`src/verilog/sps_pkg.sv`:
```
// Package for the socket present-state status block
// Assumes a 32-bit APB register bus on one clock
package sps_pkg;
   // ****************************************
   // Register map
   // ****************************************
   localparam logic [7:0]  SPS_OFF_EVENT   = 8'h00;
   localparam logic [7:0]  SPS_OFF_PRESENT = 8'h08;
   localparam logic [7:0]  SPS_OFF_FORCE   = 8'h0c;
   localparam logic [7:0]  SPS_OFF_CTRL    = 8'h40;
   localparam logic [31:0] SPS_PRESENT_RST = 32'h3000_0000;
   localparam logic [31:0] SPS_ZERO        = 32'h0000_0000;
   // ****************************************
   // Field positions
   // ****************************************
   localparam int SPS_B_SOCK_YY   = 31;
   localparam int SPS_B_SOCK_XX   = 30;
   localparam int SPS_B_SOCK_3V   = 29;
   localparam int SPS_B_SOCK_5V   = 28;
   localparam int SPS_B_CARD_HI   = 13;
   localparam int SPS_B_CARD_LO   = 10;
   localparam int SPS_B_BADREQ    = 9;
   localparam int SPS_B_DATALOSS  = 8;
   localparam int SPS_B_UNRECOG   = 7;
   localparam int SPS_B_READY     = 6;
   localparam int SPS_B_CARDBUS   = 5;
   localparam int SPS_B_SIXTEEN   = 4;
   localparam int SPS_B_POWERED   = 3;
   localparam int SPS_B_DET2      = 2;
   localparam int SPS_B_DET1      = 1;
   localparam int SPS_B_STSCHG    = 0;
   localparam int SPS_B_REINTERR  = 14;
   localparam int SPS_B_CTRL_PWR  = 0;
   localparam int SPS_B_CTRL_BADV = 1;
   localparam int SPS_B_CTRL_LOST = 2;
   localparam int SPS_EVENT_W     = 4;
   localparam int SPS_ID_CYCLES   = 16;
   // ****************************************
   // Types
   // ****************************************
   typedef struct packed {
      logic       ready_irq;
      logic       status_change;
      logic       detect_two;
      logic       detect_one;
   } sps_pins_t;
   typedef struct packed {
      logic [3:0] volts;
      logic       unrecog;
      logic       cardbus;
      logic       sixteen;
   } sps_ident_t;
   typedef enum logic [2:0] {
      SPS_IDLE  = 3'b001,
      SPS_IDENT = 3'b010,
      SPS_DONE  = 3'b100
   } sps_state_t;
endpackage

```
`src/verilog/sps_sync.sv`:
```
// Three-stage synchroniser for asynchronous card-side levels
// Assumes pclk domain; output changes once stages two and three agree
`timescale 1ns/1ns
`default_nettype none
module sps_sync
   import sps_pkg::*;
#(
   parameter int W = 4
)(
   // Clock and reset
   input  wire logic         pclk,
   input  wire logic         presetn,
   // Levels
   input  wire logic [W-1:0] d,
   output var  logic [W-1:0] q
);
   logic [W-1:0] s1_r;
   logic [W-1:0] s2_r;
   logic [W-1:0] s3_r;
   always_ff @(posedge pclk or negedge presetn)
   begin
      if (!presetn)
      begin
         s1_r <= '0;
         s2_r <= '0;
         s3_r <= '0;
      end
      else
      begin
         s1_r <= d;
         s2_r <= s1_r;
         s3_r <= s2_r;
      end
   end
   genvar i;
   generate
      for (i = 0; i < W; i++)
      begin : g_bit
         always_ff @(posedge pclk or negedge presetn)
         begin
            if (!presetn)
               q[i] <= 1'b0;
            else if (s2_r[i] == s3_r[i])
               q[i] <= s3_r[i];
         end
      end
   endgenerate
endmodule // sps_sync
`default_nettype wire

```
`src/verilog/sps_apb.sv`:
```
// APB slave front end: decodes a word address, zero-wait answer
// Assumes APB3 master; unmapped addresses answer with pslverr
`timescale 1ns/1ns
`default_nettype none
module sps_apb
   import sps_pkg::*;
(
   // Clock and reset
   input  wire logic        pclk,
   input  wire logic        presetn,
   // APB
   input  wire logic        psel,
   input  wire logic        penable,
   input  wire logic        pwrite,
   input  wire logic [7:0]  paddr,
   output var  logic        pready,
   output var  logic        pslverr,
   // Decoded strobes
   output var  logic        wr_force,
   output var  logic        wr_ctrl,
   output var  logic        rd_hit
);
   logic access;
   logic mapped;
   assign access = psel && !penable;
   assign mapped = (paddr == SPS_OFF_PRESENT) || (paddr == SPS_OFF_FORCE) ||
                   (paddr == SPS_OFF_CTRL) || (paddr == SPS_OFF_EVENT);
   // Decision made in setup so the access phase answers from flops
   always_ff @(posedge pclk or negedge presetn)
   begin
      if (!presetn)
      begin
         pready   <= 1'b0;
         pslverr  <= 1'b0;
         wr_force <= 1'b0;
         wr_ctrl  <= 1'b0;
         rd_hit   <= 1'b0;
      end
      else
      begin
         pready   <= access;
         pslverr  <= access && !mapped;
         wr_force <= access && pwrite && (paddr == SPS_OFF_FORCE);
         wr_ctrl  <= access && pwrite && (paddr == SPS_OFF_CTRL);
         rd_hit   <= access && !pwrite;
      end
   end
endmodule // sps_apb
`default_nettype wire

```
`src/verilog/sps_top.sv`:
```
// Socket present-state status register with APB access
// Assumes card pins asynchronous; interrogation results come from the
// identification logic as a level plus a done strobe on pclk.
`timescale 1ns/1ns
`default_nettype none
module sps_top
   import sps_pkg::*;
#(
   parameter int ID_CYCLES = SPS_ID_CYCLES
)(
   // Clock and reset
   input  wire logic        pclk,
   input  wire logic        presetn,
   // APB slave
   input  wire logic        psel,
   input  wire logic        penable,
   input  wire logic        pwrite,
   input  wire logic [7:0]  paddr,
   input  wire logic [31:0] pwdata,
   output var  logic [31:0] prdata,
   output var  logic        pready,
   output var  logic        pslverr,
   // Card pins, asynchronous
   input  wire logic        ready_irq_pin,
   input  wire logic        status_change_pin,
   input  wire logic        detect_two_n,
   input  wire logic        detect_one_n,
   // Identification results
   input  wire logic        ident_done,
   input  wire sps_ident_t  ident_result,
   // Status toward the controller
   output var  logic        identifying,
   output var  logic        ctrl_enable,
   output var  logic        status_change_event_flag
);
   // ****************************************
   // Bus front end
   // ****************************************
   logic       wr_force;
   logic       wr_ctrl;
   logic       rd_hit;
   logic [7:0] addr_r;
   sps_apb u_apb (
      .pclk     (pclk),
      .presetn  (presetn),
      .psel     (psel),
      .penable  (penable),
      .pwrite   (pwrite),
      .paddr    (paddr),
      .pready   (pready),
      .pslverr  (pslverr),
      .wr_force (wr_force),
      .wr_ctrl  (wr_ctrl),
      .rd_hit   (rd_hit)
   );
   logic [31:0] wdata_r;
   always_ff @(posedge pclk or negedge presetn)
   begin
      if (!presetn)
      begin
         addr_r  <= '0;
         wdata_r <= '0;
      end
      else if (psel && !penable)
      begin
         addr_r  <= paddr;
         wdata_r <= pwdata;
      end
   end
   // ****************************************
   // Pin synchronisation
   // ****************************************
   sps_pins_t pins_raw;
   sps_pins_t pins_s;
   assign pins_raw = '{ready_irq:     ready_irq_pin,
                       status_change: status_change_pin,
                       detect_two:    detect_two_n,
                       detect_one:    detect_one_n};
   sps_sync #(.W(4)) u_sync (
      .pclk    (pclk),
      .presetn (presetn),
      .d       (pins_raw),
      .q       (pins_s)
   );
   // ****************************************
   // Identification sequencing
   // ****************************************
   sps_state_t  state_r;
   logic [15:0] id_cnt_r;
   logic        both_in;
   logic        both_in_q_r;
   logic        insert_evt;
   logic        reinterr;
   logic        id_timeout;
   assign both_in    = !pins_s.detect_one && !pins_s.detect_two;
   assign insert_evt = both_in && !both_in_q_r;
   assign reinterr   = wr_force && wdata_r[SPS_B_REINTERR];
   assign id_timeout = (id_cnt_r == 16'(ID_CYCLES - 1));
   always_ff @(posedge pclk or negedge presetn)
   begin
      // Starts high: the synchroniser resets low, which must not look like an insertion
      if (!presetn)
         both_in_q_r <= 1'b1;
      else if (state_r != SPS_IDENT)
         both_in_q_r <= both_in;
   end
   always_ff @(posedge pclk or negedge presetn)
   begin
      if (!presetn)
         state_r <= SPS_IDLE;
      else
      begin
         case (state_r)
            SPS_IDLE, SPS_DONE:
               if (insert_evt || reinterr)
                  state_r <= SPS_IDENT;
            SPS_IDENT:
               if (ident_done || id_timeout)
                  state_r <= SPS_DONE;
            default:
               state_r <= SPS_IDLE;
         endcase
      end
   end
   // Timeout keeps a silent identifier from freezing detect bits forever
   always_ff @(posedge pclk or negedge presetn)
   begin
      if (!presetn)
         id_cnt_r <= '0;
      else if (state_r == SPS_IDENT)
         id_cnt_r <= id_cnt_r + 16'h0001;
      else
         id_cnt_r <= '0;
   end
   always_ff @(posedge pclk or negedge presetn)
   begin
      if (!presetn)
         identifying <= 1'b0;
      else
         identifying <= (state_r == SPS_IDENT);
   end
   // ****************************************
   // Present-state fields
   // ****************************************
   logic [3:0] sock_cap_r;
   logic [3:0] card_volts_r;
   logic       unrecog_r;
   logic       cardbus_r;
   logic       sixteen_r;
   logic       badreq_r;
   logic       dataloss_r;
   logic       powered_r;
   logic       det_one_r;
   logic       det_two_r;
   logic       ident_take;
   assign ident_take = (state_r == SPS_IDENT) && ident_done;
   always_ff @(posedge pclk or negedge presetn)
   begin
      if (!presetn)
         sock_cap_r <= SPS_PRESENT_RST[SPS_B_SOCK_YY:SPS_B_SOCK_5V];
      else if (wr_force)
         sock_cap_r <= wdata_r[SPS_B_SOCK_YY:SPS_B_SOCK_5V];
   end
   // Latched only at the end of an identification or by force
   always_ff @(posedge pclk or negedge presetn)
   begin
      if (!presetn)
      begin
         card_volts_r <= '0;
         cardbus_r    <= 1'b0;
         sixteen_r    <= 1'b0;
         unrecog_r    <= 1'b0;
      end
      else if (ident_take)
      begin
         card_volts_r <= ident_result.volts;
         cardbus_r    <= ident_result.cardbus;
         sixteen_r    <= ident_result.sixteen;
         unrecog_r    <= ident_result.unrecog;
      end
      else if (wr_force)
      begin
         card_volts_r <= wdata_r[SPS_B_CARD_HI:SPS_B_CARD_LO];
         cardbus_r    <= wdata_r[SPS_B_CARDBUS];
         sixteen_r    <= wdata_r[SPS_B_SIXTEEN];
         unrecog_r    <= wdata_r[SPS_B_UNRECOG];
      end
   end
   // Condition inputs from the controller arrive via the control word
   always_ff @(posedge pclk or negedge presetn)
   begin
      if (!presetn)
      begin
         badreq_r   <= 1'b0;
         dataloss_r <= 1'b0;
         powered_r  <= 1'b0;
      end
      else if (wr_force)
      begin
         badreq_r   <= wdata_r[SPS_B_BADREQ];
         dataloss_r <= wdata_r[SPS_B_DATALOSS];
      end
      else if (wr_ctrl)
      begin
         badreq_r   <= badreq_r | wdata_r[SPS_B_CTRL_BADV];
         dataloss_r <= dataloss_r | wdata_r[SPS_B_CTRL_LOST];
         powered_r  <= wdata_r[SPS_B_CTRL_PWR];
      end
   end
   // Detect bits freeze while identification drives the detect lines
   always_ff @(posedge pclk or negedge presetn)
   begin
      if (!presetn)
      begin
         det_one_r <= 1'b1;
         det_two_r <= 1'b1;
      end
      else if (state_r != SPS_IDENT)
      begin
         det_one_r <= pins_s.detect_one;
         det_two_r <= pins_s.detect_two;
      end
   end
   always_ff @(posedge pclk or negedge presetn)
   begin
      if (!presetn)
         ctrl_enable <= 1'b1;
      else if (reinterr)
         ctrl_enable <= 1'b1;
      else if (wr_force && (wdata_r[SPS_B_CARD_HI:SPS_B_CARD_LO] != 4'h0))
         ctrl_enable <= 1'b0;
   end
   // ****************************************
   // Status-change event
   // ****************************************
   logic sts_q_r;
   logic sts_evt;
   always_ff @(posedge pclk or negedge presetn)
   begin
      if (!presetn)
         sts_q_r <= 1'b0;
      else
         sts_q_r <= pins_s.status_change;
   end
   assign sts_evt = cardbus_r ? (pins_s.status_change && !sts_q_r)
                              : (pins_s.status_change != sts_q_r);
   // Event register write-one-to-clear; a new event wins over the clear
   always_ff @(posedge pclk or negedge presetn)
   begin
      if (!presetn)
         status_change_event_flag <= 1'b0;
      else if (sts_evt || (wr_force && wdata_r[SPS_B_STSCHG]))
         status_change_event_flag <= 1'b1;
      else if (pready && pwrite && addr_r == SPS_OFF_EVENT && wdata_r[SPS_B_STSCHG])
         status_change_event_flag <= 1'b0;
   end
   // ****************************************
   // Readback
   // ****************************************
   logic [31:0] present_word;
   always_comb
   begin
      present_word = SPS_ZERO;
      present_word[SPS_B_SOCK_YY:SPS_B_SOCK_5V]  = sock_cap_r;
      present_word[SPS_B_CARD_HI:SPS_B_CARD_LO]  = card_volts_r;
      present_word[SPS_B_BADREQ]   = badreq_r;
      present_word[SPS_B_DATALOSS] = dataloss_r;
      present_word[SPS_B_UNRECOG]  = unrecog_r;
      present_word[SPS_B_READY]    = pins_s.ready_irq;
      present_word[SPS_B_CARDBUS]  = cardbus_r;
      present_word[SPS_B_SIXTEEN]  = sixteen_r;
      present_word[SPS_B_POWERED]  = powered_r;
      present_word[SPS_B_DET2]     = det_two_r;
      present_word[SPS_B_DET1]     = det_one_r;
      present_word[SPS_B_STSCHG]   = pins_s.status_change;
   end
   // Present state ignores writes to its own offset; only force and control writes change its fields
   always_ff @(posedge pclk or negedge presetn)
   begin
      if (!presetn)
         prdata <= '0;
      else if (psel && !penable && !pwrite)
      begin
         case (paddr)
            SPS_OFF_PRESENT: prdata <= present_word;
            SPS_OFF_EVENT:   prdata <= {31'h0, status_change_event_flag};
            SPS_OFF_CTRL:    prdata <= {31'h0, powered_r};
            default:         prdata <= SPS_ZERO;
         endcase
      end
   end
   // ****************************************
   // Checks
   // ****************************************
   reserved_zero_a: assert property (@(posedge pclk) disable iff (!presetn)
      (rd_hit && addr_r == SPS_OFF_PRESENT) |-> prdata[27:14] == 14'h0)
      else $error("reserved bits nonzero");
   sock_cap_reset_a: assert property (@(posedge pclk) disable iff (!presetn)
      !$past(wr_force) && $past(presetn) |-> sock_cap_r == $past(sock_cap_r))
      else $error("socket capability changed without force");
   force_visible_a: assert property (@(posedge pclk) disable iff (!presetn)
      wr_force && !ident_take |=> card_volts_r == $past(wdata_r[13:10]))
      else $error("forced card volts not reflected");
   type_hold_a: assert property (@(posedge pclk) disable iff (!presetn)
      !ident_take && !wr_force |=> $stable(cardbus_r) && $stable(sixteen_r))
      else $error("card type changed outside interrogation");
   detect_frozen_a: assert property (@(posedge pclk) disable iff (!presetn)
      state_r == SPS_IDENT |=> $stable(det_one_r) && $stable(det_two_r))
      else $error("detect bits moved during identification");
   cb_rise_a: assert property (@(posedge pclk) disable iff (!presetn)
      cardbus_r && $rose(pins_s.status_change) |=> status_change_event_flag)
      else $error("rising status change missed");
   reint_start_a: assert property (@(posedge pclk) disable iff (!presetn)
      reinterr && state_r != SPS_IDENT |=> state_r == SPS_IDENT ##1 identifying)
      else $error("reinterrogation did not start");
   sts_mirror_a: assert property (@(posedge pclk) disable iff (!presetn)
      (rd_hit && addr_r == SPS_OFF_PRESENT) |-> prdata[0] == $past(pins_s.status_change))
      else $error("status change level wrong");
   ident_cov: cover property (@(posedge pclk) disable iff (!presetn)
      state_r == SPS_IDENT ##[1:20] state_r == SPS_DONE);
   force_cov: cover property (@(posedge pclk) disable iff (!presetn) wr_force);
   event_cov: cover property (@(posedge pclk) disable iff (!presetn)
      $rose(status_change_event_flag));
endmodule // sps_top
`default_nettype wire

```
`config.mk`:
```
export PLATFORM = sky130hd
export DESIGN_NAME = sps_top
export DESIGN_NICKNAME = d
export VERILOG_FILES = /design/src/verilog/sps_pkg.sv /design/src/verilog/sps_sync.sv /design/src/verilog/sps_apb.sv /design/src/verilog/sps_top.sv
export SDC_FILE = /design/constraint.sdc
export NUM_CORES = 1
export LEC_CHECK = 0
export BUFFER_PORTS_ARGS = -buffer_cell sky130_fd_sc_hd__buf_2
export CORE_UTILIZATION = 58
export CTS_CLUSTER_DIAMETER = 60
export CTS_CLUSTER_SIZE = 16
export DETAILED_ROUTE_END_ITERATION = 10
export PLACE_DENSITY = 0.87
export SYNTH_ARGS = -nofsm -noshare
export SYNTH_HDL_FRONTEND = slang
export SYNTH_SLANG_ARGS = --single-unit
```
`constraint.sdc`:
```
create_clock -name pclk -period 4.3 [get_ports pclk]
set_input_delay 0.215 -clock pclk [delete_from_list [all_inputs] [get_ports pclk]]
set_output_delay 0.215 -clock pclk [all_outputs]
set_load 0.01 [all_outputs]
```
After elaboration in Yosys (flattened, before gate mapping):

Index checks and enable logic that the tools add are counted.
W data, S select, Z words.

* bits in registers: 132
* input port bits: 57

* add/subtract/negate cells: 1
* eq/ne operators: 15
* mux-type cells: 22
* bitwise operators: 3
* reduce and logical (&&, ||, !) cells: 39

Operators by type and width (count)
* $pmux W32 S3: 1
* $add A16 B1 Y16 const B: 1
* $eq A16 B4 Y1 const B: 1
* $eq A8 B4 Y1 const B: 2
* $logic_and A1 B1 Y1: 16
* $logic_not A8 Y1: 2
* $mux W16: 1
* $mux W1: 15
* $eq A8 B7 Y1 const B: 1
* $mux W4: 2
* $reduce_bool A2 Y1: 4
* $logic_not A1 Y1: 7
* $logic_or A1 B1 Y1: 6
* $mux W3: 2
* $pmux W3 S2: 1
* $eq A1 B1 Y1: 4
* $ne A2 B2 Y1 const B: 2
* $reduce_and A2 Y1: 2
* $reduce_bool A4 Y1: 1
* $eq A3 B1 Y1 const B: 1
* $eq A3 B2 Y1 const B: 1
* $eq A3 B3 Y1 const B: 1
* $ne A3 B2 Y1 const B: 1
* $or A1 B1 Y1: 2
* other kinds (3): 3

Longest topological paths before layout:

Gate-level depths: netlist of run 1.

* depth after elaboration: 6
* depth in mapped cells: 8
* depth with buffers taken out: 6

Cells and area by module:

From an unflattened synthesis of run 1, not the netlist that was laid out.

* cell total of the unflattened synthesis: 332
* area, all modules: 4276.6 sq um

By module, submodules not included
* sps_top: times used 1, cells each 297, area each 3626.0 sq um, sequential area each 2085.8 sq um
* sps_sync: times used 1, cells each 20, area each 445.4 sq um, sequential area each 400.4 sq um
* sps_apb: times used 1, cells each 15, area each 205.2 sq um, sequential area each 125.1 sq um

Worst setup path before layout of run 1:

No wires, ideal clock.

* path type: input -> register
* start point: input port paddr[4]
* end point: register prdata[11]
* arrival: 1.673 ns
* required time: 4.236 ns
* setup slack: 2.563 ns
* cell stages on the path: 5
* path buffers: 1
* cell sequence: or4_4 -> or3_4 -> nor3_4 -> buf_6 -> a22o_2

* cells in the longest elaborated chain, start to end: 2
* elaborated cells on any way between the ends: 4

RTL lines
* from (decl): RTL line sps_top.sv:18 `input wire logic [7:0] paddr,`
* $eq A8 B7 Y1, or another cell as far along: RTL line sps_top.sv:284 `case (paddr)`
* $pmux W32 S3 *: RTL line sps_top.sv:284
* to (signal assigned): RTL line sps_top.sv:285 `SPS_OFF_PRESENT: prdata <= present_word;`
* to (signal assigned): RTL line sps_top.sv:286 `SPS_OFF_EVENT: prdata <= {31'h0, status_change_event_flag};`
* to (signal assigned): RTL line sps_top.sv:287 `SPS_OFF_CTRL: prdata <= {31'h0, powered_r};`
* to (decl): RTL line sps_top.sv:20 `output var logic [31:0] prdata,`

Every way passes the cells marked *; elsewhere a longest branch is shown, timed or not.
A chain may end at the register's enable or synchronous reset.

Final worst setup path of run 1:

* start point: input port penable
* end point: register prdata[1]

* cells in the longest elaborated chain, start to end: 3

RTL lines
* from (decl): RTL line sps_top.sv:16 `input wire logic penable,`
* $logic_not A1 Y1: RTL line sps_top.sv:282 `else if (psel && !penable && !pwrite)`
* $logic_and A1 B1 Y1: RTL line sps_top.sv:282
* $logic_and A1 B1 Y1

Every way passes these cells.

==> summary.md, run 1 <==
| Metric | Value |
|---|---|
| Pre-CTS setup slack | around 1800 ps |
| ANT cells | 0 |
| RSZ-0062 raised after global routing | false |
| CP Data Arrival Time | between 2000 and 2500 ps |
| Synth warn | 0 |
| Iter 0 DRT Violations | about 140 |
| Grt peak-use layer | met2 |
| GR Util met3 | 0.0390 |
| Dpl hpwl | about 5.3 mm |
| Clock share of power | 0.356 |
| Worst endpoint required time | roughly 4600 ps |
| Final Wtd Congestion | 0.814 |
| Die area | 7500 um2 |
| Final Total Pwr | between 2000 and 2500 uW |
| Syn_area_per_cell | about 13 um2 |
| Htree depth | 3 |
| Tcrit/Tclk final | 0.506 |
| Post-synth EDFFs | 0 |
| Combinational Power Share | 0.084 |
| Final min period | ~2200 ps |
| Final setup fails | 0 |
| Met2 usage | 0.381 |
| Final ANT Viol Nets | 0 |
| Worst-Skew Late Latency | between 300 and 400 ps |
| Int Pwr | approximately 1500 uW |
| Worst Hold Launch | paddr[5] |
| GR Overflow Total | 0 |
| Gr usage total | 0.233 |
| Hold path endpoint | u_apb.wr_force |
| Synth cell types | 49 |
| Hold Fails Final Rpt | 0 |
| Max-cap viol count | 0 |
| Count of input and output buffers | 64 |
| Crit path launch type | input pin |
| Core ar. | 6870 um2 |
| Routed length per instance | 16.0 um |
| Die width | 86.6 um |
| Sw Ratio | 0.228 |
| Worst-case clock skew | 8.11 ps |
| Site row count | 30 |
| Status | finished clean |
| Least-Margin Pin Slew | ~960 ps |
| Router iterations before antenna repair | 4 |
| Fmax | about 460 MHz |
| Async S/R FF share, synth | 1.00 |
| Initial antenna violation count | 0 |
| Pins Over Slew Limit | 0 |
| R2R cell count | 5 |
| Share of layout cells above drive strength 1 | 0.343 |
| DR DRC count | 0 |
| Setup ws final | about 2100 ps |
| NumNets Final | between 400 and 500 |
| Area Overhead vs Synth | 15.5% |
| Clock transition at the registers of the reported paths | ~90 ps |
| P_sw | approximately 460 uW |
| Ports | between 90 and 100 |
| Critical path type | input pin to register |
| Max Root-Sink Buffers | 2 |
| Sequential share of power | 0.560 |
| Hold path cells | 2 |
| Initial Utilization | 0.605 |
| Slew HR | 0.362 |
| Hold_buf cts | 5 |
| First-pass GRT wire length | approximately 13 mm |
| Mapped Area | about 4200 um2 |
| Power per cell area | approximately 420 nW/um2 |
| Resize count post-CTS | 0 |
| Largest net degree at the start of global routing | 54 |
| Seq/Total Area, Yosys | 0.623 |
| # fillers | ~480 |
| CTS root buffer | clkbuf_8 |
| Vias in the first global route | between 2000 and 3000 |
| Synth Register Bits | slightly above 100 |
| Crit end category | register |
| Setup Fix Bufs, Post-CTS | 0 |
| Cells after Synth | around 320 |
| FF-to-FF End | card_volts_r[0] |
| Critical path peak fanout | 29 |
| Via count | 2703 |
| R2R setup slack | approximately 2200 ps |
| Final WL | 7.91 mm |
| Startpoint of the worst-slack reg-to-reg timing path | state_r[0] |
| Setup TNS | 0 ps |
| Dominant synthesized flop cell | dfrtp_1 |
| Met1 Use GR | 0.308 |
| Clock Sinks | 103 |
| HP Class | input pin to register |
| Vias per std cell | about 5.5 |
| CTS tree | built |
| Leakage | 0.00219 uW |
| Die Span Y | about 87 um |
| Worst IR Drop VDD | 197 uV |
| CTS buffer count | 9 |
## metal layers
layer | vias to the layer above | routed length (um)
met5 | - | 0
met4 | 0 | 173
met3 | 12 | 277
met2 | 71 | 3990
met1 | 1369 | 3460
li1 | 1251 | -
## critical path, stage by stage
cell and delay, ps:
buf_2 100, nor2b_2 90, buf_4 360, nand2b_1 590, nor3_4 830, a22o_2 260
## cells in the mapped netlist, drive strengths merged (7+ instances only)
cell | count | share of area
nand2 | 25 | 0.023
buf | 21 | 0.034
mux2i | 9 | 0.022
dfrtp | 96 | 0.58
mux2 | 30 | 0.081
xnor2 | 11 | 0.023
nor2 | 18 | 0.016
dfstp | 7 | 0.044
a22o | 17 | 0.039
o21ai | 10 | 0.012
nor4 | 8 | 0.012
## worst max-delay path by stage
stage	from	end	cells past startpoint	slack, ps
6_report	penable	prdata[1]	6	2130
4_1_cts	penable	prdata[1]	6	2100
5_1_grt	penable	prdata[1]	6	1920
2_1_floorplan	paddr[4]	prdata[11]	5	2560
3_3_place_gp	penable	prdata[29]	6	1840
3_5_place_dp	penable	prdata[30]	6	1780
## registers in the layout, summed over array words and instances, names as in the netlist, 3 cells and up
| register | count |
|---|---|
| prdata | 18 |
| wdata_r | 17 |
| state_r | 3 |
| u_sync.q | 4 |
| id_cnt_r | 16 |
| sock_cap_r | 4 |
| u_sync.s2_r | 4 |
| u_sync.s3_r | 4 |
| card_volts_r | 4 |
| addr_r | 8 |
| u_sync.s1_r | 4 |
## cell type report
cell class / count / area [um2] / share of cell area
clock inverter: 6 / 108 / 0.0224
inverter: 7 / 26.3 / 0.00548
sequential: 103 / 2590 / 0.539
clock buffer: 10 / 138 / 0.0287
timing repair buffer: 71 / 388 / 0.0808
tap: 96 / 120 / 0.0250
multi-input combinational: 200 / 1430 / 0.299
## stage by stage
step           utilization  std cells  hold WS, ps  area [um2]
6_report             0.699        493         54.1        4800
3_5_place_dp         0.656        472          284        4500
3_3_place_gp         0.656        472          273        4500
2_1_floorplan            -        336        -80.6        4200
4_1_cts              0.699        493         43.4        4800
5_1_grt              0.699        493         48.2        4800
## power by group through the flow
stage	clock [uW]	sequential [uW]	combinational (uW)
2_1_floorplan	0	1120	113
3_3_place_gp	0	1130	156
3_5_place_dp	0	1140	167
4_1_cts	724	1120	172
5_1_grt	760	1130	192
6_report	712	1120	169
## placed cells by master (no fill, tap or decap), types with 4 or more instances in the layout
| cell | n |
|---|---|
| nor4_1 | 8 |
| nand4_1 | 4 |
| nor3_1 | 5 |
| maj3_1 | 4 |
| mux2i_1 | 9 |
| nand2_1 | 25 |
| dfrtp_1 | 96 |
| nand3_1 | 5 |
| conb_1 | 14 |
| a22o_1 | 7 |
| buf_2 | 63 |
| o21ai_0 | 10 |
| xnor2_1 | 11 |
| clkbuf_8 | 10 |
| a22o_2 | 10 |
| inv_1 | 6 |
| nor2_1 | 18 |
| mux2_2 | 30 |
| dfstp_2 | 7 |
| a21oi_1 | 4 |
| dlygate4sd3_1 | 5 |
## kinds of logic after synthesis
group | share of synthesized area
DFF | 0.623
and+or+nand+nor | 0.105
AOI/OAI and AO/OA | 0.0807
muxes | 0.103
buffers and inverters | 0.0449
xor gates and xnor gates | 0.0274
adders and majority gates | 0.0157
other | 0.000903
(Power assumes the default switching activity.)
==> run 2, diff against run 1 <==
CORE_UTILIZATION = 48   (was 58)
PLACE_DENSITY = 0.77   (was 0.87)
clock period = 1.9 ns   (was 4.3 ns; I/O delays follow)
==> run 2 against run 1 <==
Final cell count rose by 9.1%. Clock-buffer cell count did not move. Sequential power rose by 130%. Hold slack got worse by 41 ps. Flip-flop and latch count did not move. Combinational power rose to 2.6 times the previous value. Critical path depth did not move. First-iteration DRC count fell by 15%. Clock skew rose by 1.8 ps.
==> summary.md, run 2 (synthesis gave the netlist of run 1 again) <==
| Metric | Value |
|---|---|
| Status | finished clean |
| Slowest stage delay, CP | 560 ps (-270 ps) |
| CP max-delay cell | dlygate4sd3_1 |
| CTS buffer count | 9 (unchanged) |
| Met1 Use GR | 0.261 (-0.0473) |
| Crit end category | register |
| FF-to-FF End | sixteen_r |
| Commonest non-fill, non-tap cell in the layout | dfrtp_1 |
| Ports | 94 (unchanged) |
| Die area | 9030 um2 (+20%) |
| Iter 0 DRT Violations | 121 (-15%) |
| Grt peak-use layer | met2 |
| CP Data Arrival Time | 2140 ps (-330 ps) |
| Clock Sinks | 103 (unchanged) |
| Setup ws final | 63.6 ps (-2060 ps) |
| Die width | 95.0 um (+9.7%) |
| Pre-CTS setup slack | 170 ps (-1610 ps) |
| Router iterations before antenna repair | 4 (unchanged) |
| Crit path launch type | input pin |
| Worst Hold Launch | pwrite |
| Final Non-Filler Cells | 538 (+9.1%) |
| Dpl hpwl | 5.50 mm (+4.6%) |
| Most frequent cells in the layout | dfrtp_1 (96), buf_2 (60), dlygate4sd3_1 (32) |
| Startpoint of the worst-slack reg-to-reg timing path | state_r[2] |
| Die Span Y | 95.0 um (+9.7%) |
| R2R setup slack | 200 ps (-1950 ps) |
| Max-cap viol count | 0 (unchanged) |
| Final Total Pwr | 4260 uW (+110%) |
| Count of input and output buffers | 64 (unchanged) |
| Slew HR | 0.592 (+0.229) |
| Leakage | 0.00235 uW (+7.5%) |
| Critical path peak fanout | 7 (-76%) |
| Largest register FFs | 18 (unchanged) |
| Vias per std cell | 5.16 (-5.9%) |
| Clock transition at the registers of the reported paths | 100 ps (about the same) |
| Routed length per instance | 15.4 um (-4.1%) |
| Initial antenna violation count | 0 (unchanged) |
| Final min period | ~1800 ps |
| Hold path endpoint | u_apb.wr_force |
| Fmax | 545 MHz |
| Core ar. | 8300 um2 (+21%) |
| DR DRC count | 0 (unchanged) |
| Power per cell area | 830 nW/um2 (+99%) |
| Placed cell count | 490 (+3.8%) |
| NumNets Final | 487 (+8.0%) |
| Setup Fix Bufs, Post-CTS | 0 (unchanged) |
| Initial Utilization | 0.501 (-0.104) |
| Top reg by flops | prdata |
| GR Overflow Total | 0 (unchanged) |
| Htree depth | 3 (unchanged) |
| Share of layout cells above drive strength 1 | 0.330 (-0.0123) |
| Final Wtd Congestion | 0.776 (-4.6%) |
| Final WL | 8.28 mm (+4.7%) |
| Fin area | 5130 um2 (+7.0%) |
| Max Root-Sink Buffers | 2 (unchanged) |
| Area Overhead vs Synth | 23.6% |
| RSZ-0062 raised after global routing | false |
| Hold Fails Final Rpt | 0 (unchanged) |
| Tcrit/Tclk final | 0.967 |
| Worst-case clock skew | 9.90 ps (+1.79 ps) |
| CP Cell Sequence | dlygate4sd3_1 -> or4_4 -> or3_4 -> nor3_4 -> buf_6 -> a22o_1 |
| Worst IR Drop VDD | 397 uV (+100%) |
| Worst-Skew Late Latency | 360 ps (about the same) |
| CTS tree | built |
| Regs by FF count | prdata: 18 flops, wdata_r: 17 flops, id_cnt_r: 16 flops |
| Via count | 2776 (+2.7%) |
| Critical path type | input pin to register |
| Final setup fails | 0 (unchanged) |
| Vias in the first global route | 2990 (+9.6%) |
| Setup TNS | 0 ps (unchanged) |
| Largest net degree at the start of global routing | 50 (-7.4%) |
| Worst endpoint required time | 2210 ps (-2380 ps) |
| GR Util met3 | 0.0574 (+0.0184) |
| Met2 usage | 0.356 (-0.0248) |
| Gr usage total | 0.209 (-0.0248) |
| HP Class | input pin to register |
| Least-Margin Pin Slew | 612 ps (-344 ps) |
| R2R cell count | 6 (+1) |
| Site row count | 33 (+10%) |
| Post-DP Area | 4590 um2 (+2.0%) |
| Hold path cells | 3 (+1) |
| CTS root buffer | clkbuf_8 |
| ANT cells | 0 (unchanged) |
| Pins Over Slew Limit | 0 (unchanged) |
| Final ANT Viol Nets | 0 (unchanged) |
| First-pass GRT wire length | 14.1 mm (+7.1%) |
-- run 2: changes by cell type in the layout (fill, tap and decap cells not counted), moves of 2 or more --
| cell | delta |
|---|---|
| buf_4 | +6 |
| dlymetal6s4s_1 | +2 |
| inv_8 | +2 |
| buf_6 | +3 |
| bufinv_16 | -3 |
| clkinv_4 | +3 |
| buf_2 | -3 |
| dlygate4sd3_1 | +27 |
-- run 2: area by class of cell --
cell class / count / area [um2]
Tap cell: 105 / 131
Timing Repair Buffer: 107 / 767
Clock inverter: 6 / 53.8
Clock buffer: 10 / 138
Inverter: 7 / 26.3
Sequential cell: 103 / 2590
Multi-Input combinational cell: 200 / 1430
Fill cell: 640 / 3160
-- run 2: power by group --
group          switching [uW]  internal (uW)  total, uW  leakage [uW]
clock network             761            535       1300      0.000100
logic                     199            233        432      0.000961
registers                 132           2400       2540       0.00129
-- run 2: through the flow --
stage,utilization,hold slack (ps)
4_1_cts,0.618,1.07
5_1_grt,0.619,8.50
6_report,0.619,13.1
2_1_floorplan,-,-201
3_5_place_dp,0.554,153
3_3_place_gp,0.554,143
-- run 2: repair_timing --
action,in CTS,in global routing
hold endpoints to repair,75,0
endpoints found under the setup margin,0,17
hold buffers,34,0
resized for setup,0,6
-- run 2: critical path, delay by kind of cell --
| family | cells | cell delay, ps |
|---|---|---|
| compound gates | 1 | 140 |
| buf+inv | 2 | 740 |
| simple gates | 3 | 1170 |
-- run 2: worst max path at each step --
stage               startpoint  slack, ps         endpoint  depth (start not counted)
CTS                   paddr[7]         10       prdata[30]                          7
finish                paddr[7]         60        prdata[7]                          6
global placement      paddr[4]        210        prdata[1]                          6
global route          paddr[7]          7        prdata[7]                          6
detailed placement    paddr[4]        170        prdata[1]                          6
floorplan           state_r[2]        250  card_volts_r[3]                          7
-- run 2: per-layer routing --
layer  up-vias  share of wire
li1       1324              -
met1      1383           0.44
met2        60           0.52
met3         9          0.033
met4         0          0.011
met5         -              0
==> run 3, diff against run 2 <==
CORE_UTILIZATION = 35   (was 48)
PLACE_DENSITY = 0.6   (was 0.77)
REMOVE_ABC_BUFFERS = 1   (was unset)
==> run 3 against run 2 <==
The flow now finishes with violations (design-rule violations). Maximum frequency is 9.1% higher. Clock skew down 2.7 ps. Setup slack better by 150 ps. Flip-flop and latch count is the same. Global-route usage shrank 6.3 points. Die area increased by 36%. Via count down 2.1%. Final cell count rose by 7.2%. Utilization is 16 points lower. Critical path type unchanged. Critical endpoint is now prdata[8]. Largest cell class unchanged. Largest power group unchanged.
==> summary.md, run 3 (synthesis gave the netlist of run 1 again) <==
| Metric | Value |
|---|---|
| Sw Ratio | 0.237 (-0.0191) |
| Count of input and output buffers | 64 (unchanged) |
| Ports | 94 (unchanged) |
| Core ar. | 11500 um2 (+39%) |
| Failing checks | design-rule violations |
| Final min period | 1680 ps (-154 ps) |
| NumNets Final | 488 (+0.21%) |
| Vias in the first global route | 2825 (-5.5%) |
| CTS buffer count | 9 (unchanged) |
| Iter 0 DRT Violations | 123 (+1.7%) |
| Clock transition at the registers of the reported paths | 70 ps (-30 ps) |
| Final Wtd Congestion | 0.804 (+3.5%) |
| Final hold slack | 19.7 ps (+6.55 ps) |
| CP Data Arrival Time | 1970 ps (-170 ps) |
| Status | finished, violations left |
| Dpl hpwl | 5.73 mm (+4.1%) |
| Via count | 2717 (-2.1%) |
| Most frequent cells in the layout | dfrtp_1 (96), buf_2 (60), dlygate4sd3_1 (31) |
| Vias per std cell | 4.71 (-8.7%) |
| Final Non-Filler Cells | 577 (+7.2%) |
| Die Span Y | 111 um (+17%) |
| Top reg by flops | prdata |
| RSZ-0062 raised after global routing | false |
| Crit path launch type | input pin |
| Setup TNS | 0 ps (unchanged) |
| Site row count | 39 (+18%) |
| CP Cell Sequence | dlymetal6s4s_1 -> or4_4 -> or3_4 -> nor3_4 -> clkbuf_16 -> a22o_1 |
| Int Pwr | 3720 uW (+17%) |
| Router iterations before antenna repair | 7 (+3) |
| First-pass GRT wire length | 14.1 mm (+0.35%) |
| Largest net degree at the start of global routing | 43 (-14%) |
| Die area | 12300 um2 (+36%) |
| CTS root buffer | clkbuf_16 |
| Power per cell area | 915 nW/um2 (+10%) |
| Share of layout cells above drive strength 1 | 0.332 (+0.00154) |
| Initial antenna violation count | 0 (unchanged) |
| GR Overflow Total | 0 (unchanged) |
| Leakage | 0.00242 uW (+2.9%) |
| Initial Utilization | 0.361 (-0.140) |
| Final WL | 8.50 mm (+2.6%) |
| Regs by FF count | prdata: 18 flops, wdata_r: 17 flops, id_cnt_r: 16 flops |
| Final setup fails | 0 (unchanged) |
| Least-Margin Pin Slew | 543 ps (-69.0 ps) |
| ANT cells | 0 (unchanged) |
| Routed length per instance | 14.7 um (-4.3%) |
| Worst endpoint required time | 2180 ps (-30 ps) |
| Slowest stage delay, CP | 530 ps (-30 ps) |
| Commonest non-fill, non-tap cell in the layout | dfrtp_1 |
| Largest register FFs | 18 (unchanged) |
| Final ANT Viol Nets | 0 (unchanged) |
| Critical path peak fanout | 8 (+1) |
| CTS tree | built |
| CP max-delay cell | or4_4 |
| Crit end category | register |
| DR DRC count | 19 (+19) |
| Clock share of power | 0.391 (+0.087) |
| Tcrit/Tclk final | 0.886 (-0.0809) |
| HP Class | input pin to register |
| Die width | 111 um (+17%) |
| Combinational Power Share | 0.089 (-0.012) |
| Fmax | 594 MHz (+9.1%) |
| Worst-case clock skew | 7.21 ps (-2.69 ps) |
| Max-cap viol count | 0 (unchanged) |
| Slew HR | 0.638 (+0.0460) |
| Area Overhead vs Synth | 28.1% |
| Pins Over Slew Limit | 0 (unchanged) |
| Hold Fails Final Rpt | 0 (unchanged) |
| Critical path type | input pin to register |
| Max Root-Sink Buffers | 2 (unchanged) |
| Clock Sinks | 103 (unchanged) |
| Placed cell count | 529 (+8.0%) |
| Sequential share of power | 0.520 (-0.075) |
| Htree depth | 3 (unchanged) |
| Gr usage total | 0.146 (-0.0627) |
| Worst-Skew Late Latency | 340 ps (-20 ps) |
| Worst IR Drop VDD | 474 uV (+19%) |
| P_sw | 1150 uW (+5.7%) |
## run 3: changes by cell type in the layout (fill, tap and decap cells not counted), moves of 3 or more
cell	previous run	this run
clkbuf_16	0	10
clkbuf_8	10	1
buf_4	9	12
buf_6	3	0
## run 3: layer usage
| metal | GRT usage | part of all wire | up-vias | routed length (um) |
|---|---|---|---|---|
| met5 | 0 | 0 | - | 0 |
| li1 | - | - | 1317 | - |
| met4 | 0.0438 | 0.0089 | 0 | 76 |
| met3 | 0.0350 | 0.041 | 6 | 349 |
| met1 | 0.193 | 0.47 | 1328 | 3950 |
| met2 | 0.238 | 0.48 | 66 | 4120 |
## run 3: area by class of cell
cell class / count / area, um2
repair buffers: 108 / 783
multi-input cells: 200 / 1430
clock buffers: 10 / 239
inverters: 7 / 26.3
flip-flops and latches: 103 / 2590
fillers: 1055 / 6190
clock inverters: 6 / 76.3
well taps: 143 / 179
## run 3: power by group through the flow
stage / Combinational, uW / Sequential, uW / Clock [uW]
3_5_place_dp: 390 / 2580 / 0
4_1_cts: 444 / 2540 / 1970
6_report: 434 / 2530 / 1900
3_3_place_gp: 375 / 2570 / 0
5_1_grt: 491 / 2570 / 2050
2_1_floorplan: 230 / 2540 / 0
## run 3: worst max-delay path, delay by kind of cell
| family | cells | cell delay, ps |
|---|---|---|
| AND/OR/NAND/NOR | 3 | 1270 |
| AO/OA/AOI/OAI | 1 | 130 |
| buffers and inverters | 2 | 460 |
## run 3: repair_timing
| action | in CTS | in global routing |
|---|---|---|
| endpoints found under the setup margin | 0 | 17 |
| resized for setup | 0 | 3 |
| endpoints found under the hold margin | 68 | 0 |
| hold buffers | 34 | 0 |
| setup buffers | 0 | 0 |
## run 3: final timing paths
kind                                startpoint              end  slack (ps)  cells after the start
worst max register to register      state_r[2]  card_volts_r[0]         280                      6
worst max-delay path                  paddr[0]        prdata[8]         220                      6
worst min register to register  u_sync.s1_r[3]   u_sync.s2_r[3]         350                      0
min in group asynchronous              presetn        prdata[0]         270                      2
max in group asynchronous              presetn        det_two_r         950                      3
worst min-delay path                  paddr[3]    u_apb.wr_ctrl          20                      2
## run 3: per-stage QoR
step	util	total power (uW)	cell area, um2	setup WS [ps]
6_report	0.462	4870	5320	217
5_1_grt	0.462	5110	5320	149
4_1_cts	0.461	4950	5310	5.61
3_5_place_dp	0.404	2970	4650	189
3_3_place_gp	0.404	2950	4650	209
2_1_floorplan	-	2770	4040	-981
